===== src/verilog/ihs_cfg.svh =====
// Timing counts, status codes and reset values of the byte handshake controller
`ifndef IHS_CFG_SVH
`define IHS_CFG_SVH

// System clock period in ns
`define IHS_CLK_NS 10
// Quarter of a serial clock period in ns (100 kHz bus)
`define IHS_QUARTER_NS 2500
// Quarter period in clock cycles, rounded down
`define IHS_QUARTER_CYC ((`IHS_QUARTER_NS) / (`IHS_CLK_NS))

// Status codes, upper five bits significant
`define IHS_ST_START 8'h08
`define IHS_ST_SLA_ACK 8'h18
`define IHS_ST_SLA_NACK 8'h20
`define IHS_ST_DATA_ACK 8'h28
`define IHS_ST_DATA_NACK 8'h30
`define IHS_ST_NOINFO 8'hf8

// Position of the acknowledge slot in a byte transfer
`define IHS_ACK_SLOT 4'h8
// Reset value of the data register
`define IHS_DATA_RESET 8'h00

`endif


===== src/verilog/ihs_pkg.sv =====
// Types of the byte handshake controller
package ihs_pkg;

	// Bus engine states, one-hot
	typedef enum logic [4:0] {
		IHS_IDLE = 5'h01,
		IHS_START = 5'h02,
		IHS_FETCH = 5'h04,
		IHS_BITS = 5'h08,
		IHS_STOP = 5'h10
	} ihs_state_type;

	// Quarter phase inside one bus bit
	typedef logic [1:0] ihs_phase_type;

endpackage


===== src/verilog/ihs_ctrl.sv =====
// Byte handshake controller for a two-wire bus, master transmitter
`timescale 1ns/1ns
`default_nettype none
`include "ihs_cfg.svh"

// Contract
// - Every bus event sets the operation-complete flag.
// - Interrupt only when flag, local enable and global enable all set.
// - While flag set, status holds the code of the bus state.
// - Writing one to the flag bit clears it; zero leaves it.
// - No bus operation starts while the flag is set.
// - Clearing the flag with start requested begins START at once.
// - After START, flag set and START-sent code posted.
// - After address byte, flag set with ack or nack code.
// - After data byte, flag set with ack or nack code.
// - No flag after a STOP condition.
// - Serial clock held low while flag set.
// - One data register holds address-with-direction or data byte.
// - Status updated one cycle after flag asserted.
// - With flag clear, status shows the no-information code.
module ihs_ctrl #(
	parameter int QUARTER_CYC = `IHS_QUARTER_CYC,
	parameter int BUF_DEPTH = 2
) (
	input wire logic clock_in, // System clock, 100 MHz
	input wire logic rst_in, // Synchronous reset, active high
	input wire logic ctrl_write_in, // Control write strobe
	input wire logic ctrl_flag_clear_in, // Flag bit of control write
	input wire logic ctrl_start_in, // Start request bit
	input wire logic ctrl_stop_in, // Stop request bit
	input wire logic bus_irq_enable_in, // Local interrupt enable
	input wire logic global_irq_enable_in, // Processor global enable
	input wire logic [1:0] prescaler_in, // Prescaler bits shown in status while flag set
	input wire logic data_write_in, // Data register write strobe
	input wire logic [7:0] data_byte_in, // Byte to send
	output logic data_ready_out, // Byte buffer has room
	output logic bus_flag_out, // Operation-complete flag
	output logic [7:0] bus_status_reg_out, // Status code and prescaler
	output logic [7:0] bus_shift_data_reg_out, // Data register readback
	output logic irq_out, // Interrupt request
	input wire logic scl_in, // Serial clock pin level
	output logic scl_out, // Serial clock drive level
	output logic scl_oe_out, // Serial clock drive enable
	input wire logic sda_in, // Serial data pin level
	output logic sda_out, // Serial data drive level
	output logic sda_oe_out // Serial data drive enable
);
	import ihs_pkg::*;

	localparam logic [15:0] QMAX = 16'(QUARTER_CYC - 1);

	ihs_state_type state;
	ihs_phase_type phase;
	logic [15:0] cnt;
	logic [3:0] bit_idx;
	logic [7:0] shifter;
	logic addr_phase;
	logic ack_low;
	logic [7:0] ev_code;
	logic cmd_start;
	logic cmd_stop;
	logic pending;
	logic scl_sync;
	logic sda_sync;
	logic buf_valid;
	logic [7:0] buf_data;

	logic clear_req;
	logic take;
	logic stretch;
	logic quarter_done;
	logic last_phase;
	logic ack_slot;
	logic ev_fire;
	logic [7:0] next_ev_code;
	logic next_flag;
	logic [7:0] next_status;
	logic next_pending;
	logic buf_pop;

	// Pin synchronisers
	ihs_sync3 u_scl_sync (
		.clock_in(clock_in),
		.rst_in(rst_in),
		.async_in(scl_in),
		.level_out(scl_sync)
	);

	ihs_sync3 u_sda_sync (
		.clock_in(clock_in),
		.rst_in(rst_in),
		.async_in(sda_in),
		.level_out(sda_sync)
	);

	// Outgoing byte buffer between data register and shifter
	ihs_fifo2 #(
		.WIDTH(8),
		.DEPTH(BUF_DEPTH)
	) u_buf (
		.clock_in(clock_in),
		.rst_in(rst_in),
		.in_valid_in(data_write_in),
		.in_data_in(data_byte_in),
		.in_ready_out(data_ready_out),
		.out_valid_out(buf_valid),
		.out_data_out(buf_data),
		.out_ready_in(buf_pop)
	);

	assign clear_req = ctrl_write_in & ctrl_flag_clear_in;
	// command taken only with flag clear
	assign take = state[0] & pending & ~bus_flag_out;
	assign next_pending = clear_req | (pending & ~take);

	// Quarter timing; high phase of a byte bit stretched while a slave holds clock low
	assign stretch = state[3] & (phase == 2'h2) & ~scl_sync;
	assign quarter_done = (cnt == 16'h0000) & ~stretch;
	assign last_phase = quarter_done & (phase == 2'h3);
	assign ack_slot = (bit_idx == `IHS_ACK_SLOT);
	assign buf_pop = state[2];

	// event at end of START or of the acknowledge slot
	// STOP completion is not an event
	assign ev_fire = last_phase & (state[1] | (state[3] & ack_slot));

	assign next_ev_code = state[1] ? `IHS_ST_START :
		addr_phase ? (ack_low ? `IHS_ST_SLA_ACK : `IHS_ST_SLA_NACK) :
		(ack_low ? `IHS_ST_DATA_ACK : `IHS_ST_DATA_NACK);

	// Set wins over a clear in the same cycle
	assign next_flag = ev_fire | (bus_flag_out & ~clear_req);

	// code while flag stands; no-info otherwise
	assign next_status = (bus_flag_out & ~clear_req) ?
		(ev_code | {6'h00, prescaler_in}) : `IHS_ST_NOINFO;

	// Control latch, pending command and data readback
	always_ff @(posedge clock_in) begin
		if (rst_in) begin
			cmd_start <= 1'b0;
			cmd_stop <= 1'b0;
			pending <= 1'b0;
			bus_shift_data_reg_out <= `IHS_DATA_RESET;
		end else begin
			if (ctrl_write_in) begin
				cmd_start <= ctrl_start_in;
				cmd_stop <= ctrl_stop_in;
			end
			pending <= next_pending;
			// one register for address or data
			if (data_write_in) begin
				bus_shift_data_reg_out <= data_byte_in;
			end
		end
	end

	// Flag, status and interrupt request
	always_ff @(posedge clock_in) begin
		if (rst_in) begin
			bus_flag_out <= 1'b0;
			bus_status_reg_out <= `IHS_ST_NOINFO;
			irq_out <= 1'b0;
		end else begin
			bus_flag_out <= next_flag;
			// status follows a rising flag by one cycle; returns to no-info with a clear
			bus_status_reg_out <= next_status;
			// flag and both enables; drops with flag
			irq_out <= next_flag & bus_irq_enable_in & global_irq_enable_in;
		end
	end

	// Quarter counter, reloaded on every phase step
	always_ff @(posedge clock_in) begin
		if (rst_in) begin
			cnt <= QMAX;
		end else if (state[0] | state[2] | quarter_done) begin
			cnt <= QMAX;
		end else if (!stretch) begin
			cnt <= cnt - 16'h0001;
		end
	end

	// Pin drive levels are always low; enables do the work
	always_ff @(posedge clock_in) begin
		if (rst_in) begin
			scl_out <= 1'b0;
			sda_out <= 1'b0;
		end else begin
			scl_out <= 1'b0;
			sda_out <= 1'b0;
		end
	end

	// Bus engine
	always_ff @(posedge clock_in) begin
		if (rst_in) begin
			state <= IHS_IDLE;
			phase <= 2'h0;
			bit_idx <= 4'h0;
			shifter <= 8'h00;
			addr_phase <= 1'b0;
			ack_low <= 1'b0;
			ev_code <= `IHS_ST_NOINFO;
			scl_oe_out <= 1'b0;
			sda_oe_out <= 1'b0;
		end else begin
			if (ev_fire) begin
				ev_code <= next_ev_code;
			end
			unique case (state)
				IHS_IDLE: begin
					// clock keeps its drive while waiting: low after START or a byte, released after reset or STOP
					phase <= 2'h0;
					if (take) begin
						if (cmd_start) begin
							state <= IHS_START;
						end else if (cmd_stop) begin
							state <= IHS_STOP;
						end else begin
							state <= IHS_FETCH;
						end
					end
				end
				IHS_START: begin
					if (quarter_done) begin
						phase <= phase + 2'h1;
						unique case (phase)
							2'h0: sda_oe_out <= 1'b0;
							2'h1: scl_oe_out <= 1'b0;
							2'h2: sda_oe_out <= 1'b1;
							default: begin
								scl_oe_out <= 1'b1;
								addr_phase <= 1'b1;
								state <= IHS_IDLE;
							end
						endcase
					end
				end
				IHS_FETCH: begin
					// Waits for a byte; clock keeps its drive meanwhile
					if (buf_valid) begin
						shifter <= buf_data;
						bit_idx <= 4'h0;
						phase <= 2'h0;
						state <= IHS_BITS;
					end
				end
				IHS_BITS: begin
					if (quarter_done) begin
						phase <= phase + 2'h1;
						unique case (phase)
							2'h0: sda_oe_out <= ~ack_slot & ~shifter[7];
							2'h1: scl_oe_out <= 1'b0;
							2'h2: begin
								if (ack_slot) begin
									ack_low <= ~sda_sync;
								end
							end
							default: begin
								scl_oe_out <= 1'b1;
								if (ack_slot) begin
									addr_phase <= 1'b0;
									state <= IHS_IDLE;
								end else begin
									shifter <= {shifter[6:0], 1'b0};
									bit_idx <= bit_idx + 4'h1;
								end
							end
						endcase
					end
				end
				IHS_STOP: begin
					if (quarter_done) begin
						phase <= phase + 2'h1;
						unique case (phase)
							2'h0: sda_oe_out <= 1'b1;
							2'h1: scl_oe_out <= 1'b0;
							2'h2: sda_oe_out <= 1'b0;
							default: begin
								addr_phase <= 1'b0;
								state <= IHS_IDLE;
							end
						endcase
					end
				end
				default: begin
					state <= IHS_IDLE;
				end
			endcase
		end
	end

endmodule

`default_nettype wire


===== src/verilog/ihs_sync3.sv =====
// Three-stage input synchroniser with agreement filter
`timescale 1ns/1ns
`default_nettype none

module ihs_sync3 (
	input wire logic clock_in, // System clock
	input wire logic rst_in, // Synchronous reset, active high
	input wire logic async_in, // Pin level from outside
	output logic level_out // Filtered level
);

	logic s1;
	logic s2;
	logic s3;
	logic agree;

	// Change accepted once stages two and three agree
	assign agree = (s2 == s3);

	// Shift chain, idle bus reads high
	always_ff @(posedge clock_in) begin
		if (rst_in) begin
			s1 <= 1'b1;
			s2 <= 1'b1;
			s3 <= 1'b1;
			level_out <= 1'b1;
		end else begin
			s1 <= async_in;
			s2 <= s1;
			s3 <= s2;
			if (agree) begin
				level_out <= s3;
			end
		end
	end

endmodule

`default_nettype wire


===== src/verilog/ihs_fifo2.sv =====
// Small valid/ready buffer for outgoing bytes
`timescale 1ns/1ns
`default_nettype none

module ihs_fifo2 #(
	parameter int WIDTH = 8,
	parameter int DEPTH = 2
) (
	input wire logic clock_in, // System clock
	input wire logic rst_in, // Synchronous reset, active high
	input wire logic in_valid_in, // Word offered
	input wire logic [WIDTH-1:0] in_data_in, // Word to store
	output logic in_ready_out, // Room left, registered
	output logic out_valid_out, // Word available
	output logic [WIDTH-1:0] out_data_out, // Oldest word
	input wire logic out_ready_in // Drain side takes the word
);

	localparam int PW = (DEPTH > 1) ? $clog2(DEPTH) : 1;
	localparam int CW = $clog2(DEPTH + 1);

	logic [WIDTH-1:0] mem [DEPTH];
	logic [PW-1:0] wr_ptr;
	logic [PW-1:0] rd_ptr;
	logic [CW-1:0] count;
	logic [CW-1:0] next_count;
	logic push;
	logic pop;
	logic [PW-1:0] wr_ptr_inc;
	logic [PW-1:0] rd_ptr_inc;

	// Handshakes on both sides
	assign push = in_valid_in & in_ready_out;
	assign pop = out_valid_out & out_ready_in;
	assign out_valid_out = (count != '0);
	assign out_data_out = mem[rd_ptr];
	assign next_count = count + CW'(push) - CW'(pop);
	assign wr_ptr_inc = (wr_ptr == PW'(DEPTH - 1)) ? '0 : wr_ptr + 1'b1;
	assign rd_ptr_inc = (rd_ptr == PW'(DEPTH - 1)) ? '0 : rd_ptr + 1'b1;

	// Storage
	always_ff @(posedge clock_in) begin
		if (push) begin
			mem[wr_ptr] <= in_data_in;
		end
	end

	// Pointers, fill level and registered room flag
	always_ff @(posedge clock_in) begin
		if (rst_in) begin
			wr_ptr <= '0;
			rd_ptr <= '0;
			count <= '0;
			in_ready_out <= 1'b1;
		end else begin
			if (push) begin
				wr_ptr <= wr_ptr_inc;
			end
			if (pop) begin
				rd_ptr <= rd_ptr_inc;
			end
			count <= next_count;
			in_ready_out <= (next_count != CW'(DEPTH));
		end
	end

endmodule

`default_nettype wire


===== config.mk =====
export PLATFORM = sky130hd
export DESIGN_NAME = ihs_ctrl
export DESIGN_NICKNAME = d
export VERILOG_FILES = /design/src/verilog/ihs_pkg.sv /design/src/verilog/ihs_ctrl.sv /design/src/verilog/ihs_sync3.sv /design/src/verilog/ihs_fifo2.sv
export VERILOG_INCLUDE_DIRS = /design/src /design/src/verilog
export SDC_FILE = /design/constraint.sdc
export NUM_CORES = 1
export LEC_CHECK = 0
export BUFFER_PORTS_ARGS = -buffer_cell sky130_fd_sc_hd__buf_2
export CAP_MARGIN = 20
export CORE_MARGIN = 2
export CORE_UTILIZATION = 50
export DETAILED_ROUTE_END_ITERATION = 16
export GPL_TIMING_DRIVEN = 0
export PLACE_DENSITY = 0.81
export RECOVER_POWER = 50
export SYNTH_ARGS = -nofsm -noshare
export SYNTH_HDL_FRONTEND = slang
export SYNTH_SLANG_ARGS = --single-unit

===== constraint.sdc =====
create_clock -name clock_in -period 6.46 [get_ports clock_in]
set_clock_uncertainty 0.05 [all_clocks]
set_input_delay 1.292 -clock clock_in [delete_from_list [all_inputs] [get_ports clock_in]]
set_output_delay 1.292 -clock clock_in [all_outputs]
set_load 0.05 [all_outputs]

* Yosys cells after proc, flatten, opt, wreduce, memory -nomap -nowiden *
Memory sizes are Yosys's and may differ from the RTL's. A register that Yosys moved wholly into a read port is not among the register bits.
Cells that the tools add are included.

operators by class
  $add $sub $neg = 7
  equal/unequal tests = 31
  multiplexer cells = 53
  bitwise logic cells = 31
  reductions and logical operators = 21

operators by type and width
  cell                     count
  $mux W5                  10
  $mux W8                  4
  $ne A2 B2 Y1 const B     14
  $mux W1                  20
  $pmux W5 S4              1
  $mux W6                  3
  $and A1 B1 Y1            16
  $logic_not A16 Y1        1
  $mux W4                  4
  $pmux W8 S2              1
  $sub A16 B1 Y16 const B  1
  $reduce_and A7 Y1        2
  $reduce_and A5 Y1        2
  $reduce_or A2 Y1         5
  $not A1 Y1               9
  $ne A2 B1 Y1 const B     4
  $or A8 B2 Y8             1
  $pmux W1 S2              4
  $pmux W4 S2              1
  $reduce_and A8 Y1        1
  $ne A3 B3 Y1 const B     2
  $pmux W1 S3              2
  $pmux W2 S3              1
  $reduce_bool A2 Y1       3
  other kinds (21)         31

storage, ports and cells
  register bits = 81
  memory bits (writable) = 16
  input port bits = 21
  output and inout port bits = 23
  word-level logic and storage cells = 173
  memories kept = 1

memories
  memory     depth  width  read ports  clocked after Yosys merged registers in  wr ports  line             source
  u_buf.mem  2      8      1           1                                        1         ihs_fifo2.sv:22  logic [WIDTH-1:0] mem [DEPTH];

* Logic depth before layout (Yosys ltp) *
  depth after elaboration = 10
  mapped depth = 9
  gate-level depth less buffers = 8

* Hierarchy *
Synthesis repeated with hierarchy kept, for this count alone.

unflattened totals
  cells, all modules = 399
  area, all modules = 3,983.8 sq um

by module, submodules not included
  module     instances  cells each  area an instance (sq um)  seq. area each (sq um)
  ihs_ctrl   1          326         2,905.3                   1,241.2
  ihs_fifo2  1          53          848.3                     600.6
  ihs_sync3  2          10          115.1                     80.1

* Worst setup path before layout *
No wires, ideal clock.

  path type = in2reg
  start = input port data_write_in
  end = register u_buf.in_ready_out
  setup time = 127 ps
  arrival = 2,617 ps
  required time = 6,283 ps
  path slack = 3,666 ps
  stages on the path = 7
  path buffers = 1
  path through = clkbuf_1 nand2_1 inv_1 ha_1 xor2_1 xnor2_1 or3_1

on the way
  word-level cells in the longest chain between the ends = 4

ends and longest elaborated chain
  what                    line             source
  start: declaration      ihs_ctrl.sv:34   input wire logic data_write_in,
  $and A1 B1 Y1           ihs_fifo2.sv:33  assign push = in_valid_in & in_ready_out;
  net u_buf.push          ihs_fifo2.sv:27  logic push;
  $add A2 B1 Y2           ihs_fifo2.sv:37  assign next_count = count + CW'(push) - CW'(pop);
  $sub A2 B1 Y2           ihs_fifo2.sv:37
  $ne A2 B2 Y1            ihs_fifo2.sv:63  in_ready_out <= (next_count != CW'(DEPTH));
  end signal: assignment  ihs_fifo2.sv:63
  end: declaration        ihs_fifo2.sv:13  output logic in_ready_out,

The timed path passes the listed nets, and every way through them passes these cells.
A chain may end at the register's enable or synchronous reset.

* Final worst setup path *
  start = register phase[0]
  end = register shifter[6]

on the way
  word-level cells in the longest chain between the ends = 7
  elaborated cells between the ends (all ways) = 11
  those cells by class = eq/ne (4); bitwise (4); reduce/logical (3)

ends and longest elaborated chain
  what                             line                              source
  start: declaration               ihs_ctrl.sv:53                    ihs_phase_type phase;
  start signal: assignment         ihs_ctrl.sv:227                   phase <= phase + 2'h1;
  start signal: assignment         ihs_ctrl.sv:251                   phase <= phase + 2'h1;
  start signal: assignment         ihs_ctrl.sv:275                   phase <= phase + 2'h1;
  $eq A2 B2 Y1                     ihs_ctrl.sv:117, ihs_ctrl.sv:252
  $and A1 B1 Y1 (2 in a row)       ihs_ctrl.sv:117                   assign stretch = state[3] & (phase == 2'h2) & ~scl_sync;
  $not A1 Y1                       ihs_ctrl.sv:118                   assign quarter_done = (cnt == 16'h0000) & ~stretch;
  $and A1 B1 Y1                    ihs_ctrl.sv:118
  $ne A2 B2 Y1 (no line)           --
  $reduce_and A5 Y1 (no line) (*)  --
  end signal: assignment           ihs_ctrl.sv:243                   shifter <= buf_data;
  end signal: assignment           ihs_ctrl.sv:266                   shifter <= {shifter[6:0], 1'b0};
  end: declaration                 ihs_ctrl.sv:56                    logic [7:0] shifter;

Mark *: on every way between the ends. The rest lies on a longest branch, timed or not.

==> qor.txt <==
Run status - finished clean
Clk slew on worst S/H paths - 0.09 ns
RSZ-0062 raised after global routing - no
IO Pins - 44
Vias in the first global route - 2,900
Final WS setup - 3.65 ns
PD cells - 249 nW/um^2
Post-CTS sizing - 0
DR iter-0 viols - 178
Syn Inst Count - 411
Diodes inserted - 0
Initial core utilization - 0.516
Seq/Total Area, Yosys - 0.502
Worst hold-check path type - flip-flop to flip-flop
Clock sinks - 92
Max stage delay on crit path - 0.57 ns
Critical path startpoint category - flip-flop
Final setup violation count - 0
Worst Path Arrival - 3.05 ns
Postcts setup bufs - 0
Peak supply drop - 0.000158 V
Core footprint - 7730 um^2
Antenna violations before repair - 0
Area after DPL - 4310 um^2
Hpwl dp - 5480 um
H-tree lvl count - 3
CP max stage cell - or4_1
CTS max path bufs - 2
Achievable Freq - 355 MHz
Final Cell Area - 4490 um^2
Die W - 93.3 um
Dominant synthesized flop cell - dfxtp_1
Register area - 2000 um^2
Sequential power share - 0.554
Post-Syn Area - 3990 um^2
Worst-Skew Late Latency - 0.36 ns
Mean Syn Cell Area - 9.70 um^2
Setup tns final - 0 ns
Final Hold Viols - 0
Post-route insts no fill - 569
CP max FO - 10
Part of the power in combinational logic - 0.101
Initial DRT Pass Iterations - 6
Overflow after GRT - 0
WL per Instance - 13.2 um
Final min period - 2.81 ns
Routed Antenna Nets - 0
Nets - 494
Cts bufs inserted - 9
DR vias - 3,027
# DRC - 0
Final hold slack - 0.366 ns
Vias per Instance - 5.32
Critical Path RT - 6.70 ns
Cell Int Power - 0.830 mW
Slew @ Worst Pin - 0.688 ns
Die Y - 93.3 um
CTS root buf - clkbuf_8
Clk network pwr share - 0.345
Gpl congestion - 0.894
Total GRT Usage - 0.189
Fraction of registers with async set or reset after synthesis - 0
CP cell instances - inv_1 -> ha_1 -> nand3b_2 -> nand4_1 -> o21a_1 -> clkbuf_1 -> or4_1 -> a21oi_1
PortBufs - 38
Fill cell count - 677
Fin crit share - 0.436
CTS Hold Buffers Added - 0
Rel. slew slack - 0.538
Placed Cells - 553
Max-cap violation count - 0
Leakage - 1.73 nW
Critical path type - flip-flop to flip-flop
Post-synth EDFFs - 16
Largest net degree at the start of global routing - 17
CTS tree - done
Ys Warns - 0
P&R area growth vs syn - 12.5%
Share of layout cells above drive strength 1 - 0.139
Pre-CTS setup slack - 3.45 ns
Sw Share - 0.256
Yosys reg bits - 92
NetSw - 0.286 mW
Worst setup EP type - flip-flop
Wire length of the first global-routing pass - 13,000 um
Routed WL - 7490 um
Row cnt - 32
Area of the multi-input gates - 1800 um^2
Distinct cells, synth - 54
Die area - 8700 um^2
Max-slew violations - 0
path summary, 6_finish.rpt:
check | start | depth (start not counted) | to | slack, ns
max | phase[0]$_SDFFE_PP0P_ | 8 | shifter[6]$_SDFFE_PP0P_ | 3.65
min | u_scl_sync.s1$_SDFF_PP1_ | 1 | u_scl_sync.s2$_SDFF_PP1_ | 0.37
max reg2reg | phase[0]$_SDFFE_PP0P_ | 8 | shifter[6]$_SDFFE_PP0P_ | 3.65
min reg2reg | u_scl_sync.s1$_SDFF_PP1_ | 1 | u_scl_sync.s2$_SDFF_PP1_ | 0.37
cells by family after synthesis:
family,count (synthesis),synth area share
AND/OR/NAND/NOR,162,0.228
flip-flops,92,0.502
AO/OA/AOI/OAI,69,0.107
buffers and inverters,42,0.0486
XOR/XNOR,20,0.0439
multiplexers,14,0.0352
adder cells (fa/ha/maj),11,0.0345
other,1,0.000941
layer usage:
metal / global-route usage / up-vias / part of all wire
met5: 0 / - / 0
met4: 0.0735 / 0 / 0.012
met3: 0.0435 / 8 / 0.050
met2: 0.311 / 77 / 0.48
met1: 0.241 / 1407 / 0.46
li1: - / 1535 / -
area by class of cell:
type,instances,share of cell area
Sequential cell,92,0.446
Clock inverter,6,0.0153
Tap cell,102,0.0285
Timing Repair Buffer,38,0.0374
Multi-Input combinational cell,279,0.401
Clock buffer,10,0.0285
Buffer,24,0.0282
Inverter,18,0.0151
cell usage in the layout, fill, tap and decap left out, types with 12 or more instances in the layout:
master	n
a21oi_1	22
or2_2	13
o21ai_0	16
dfxtp_1	76
xnor2_1	12
nand2_1	21
nor2_1	51
edfxtp_1	16
buf_2	22
inv_1	18
clkbuf_1	34
mux2i_1	14
registers in the layout, summed over array words and instances, names as in the netlist, 2 cells and up, named ones only:
signal and cells:
ev_code 4, u_buf.count 2, bus_status_reg_out 6, u_buf.mem 16
shifter 8, bus_shift_data_reg_out 8, phase 2, state 5
bit_idx 4, cnt 16
worst max-delay path: cells and delay by family (launching register included):
family                     cells  cell delay [ns]
AOI/OAI and AO/OA              2             0.49
adders and majority gates      1             0.28
buffers and inverters          2             0.33
DFF                            1             0.44
and+or+nand+nor                3             1.15
power groups by stage:
| stage | Clock [mW] | Combinational (mW) | Sequential (mW) |
|---|---|---|---|
| finish | 0.385 | 0.113 | 0.618 |
| global route | 0.420 | 0.127 | 0.621 |
| CTS | 0.394 | 0.114 | 0.618 |
| detailed placement | 0 | 0.114 | 0.631 |
| global placement | 0 | 0.110 | 0.630 |
| floorplan | 0 | 0.0747 | 0.641 |
synthesized netlist by cell type (3+ instances only):
| master | instances | area, um^2 |
|---|---|---|
| xor2_1 | 8 | 70.1 |
| edfxtp_1 | 16 | 480 |
| or2_2 | 13 | 81.3 |
| a31oi_1 | 3 | 18.8 |
| nor4_1 | 4 | 25.0 |
| or3_1 | 4 | 25.0 |
| xnor2_1 | 12 | 105 |
| inv_1 | 18 | 67.6 |
| dfxtp_1 | 76 | 1520 |
| o21a_1 | 4 | 30.0 |
| nor2_1 | 51 | 191 |
| mux2i_1 | 14 | 140 |
| nor3_1 | 11 | 55.1 |
| or4_1 | 11 | 82.6 |
| a211oi_1 | 10 | 75.1 |
| nand3_1 | 6 | 30.0 |
| nand2_1 | 21 | 78.8 |
| o21ai_0 | 16 | 80.1 |
| nor2b_1 | 9 | 56.3 |
| nand2b_1 | 3 | 18.8 |
| clkbuf_1 | 15 | 56.3 |
| buf_4 | 5 | 37.5 |
| a21oi_1 | 22 | 110 |
| ha_1 | 11 | 138 |
| and3_1 | 3 | 18.8 |
| nand4_1 | 4 | 25.0 |
per-stage QoR:
stage / total power [mW] / utilization
after global placement: 0.741 / 0.558
after global routing: 1.17 / 0.580
after floorplan: 0.716 / -
final: 1.12 / 0.580
after CTS: 1.13 / 0.583
after detailed placement: 0.745 / 0.558
Power figures use the tool's default switching activity.
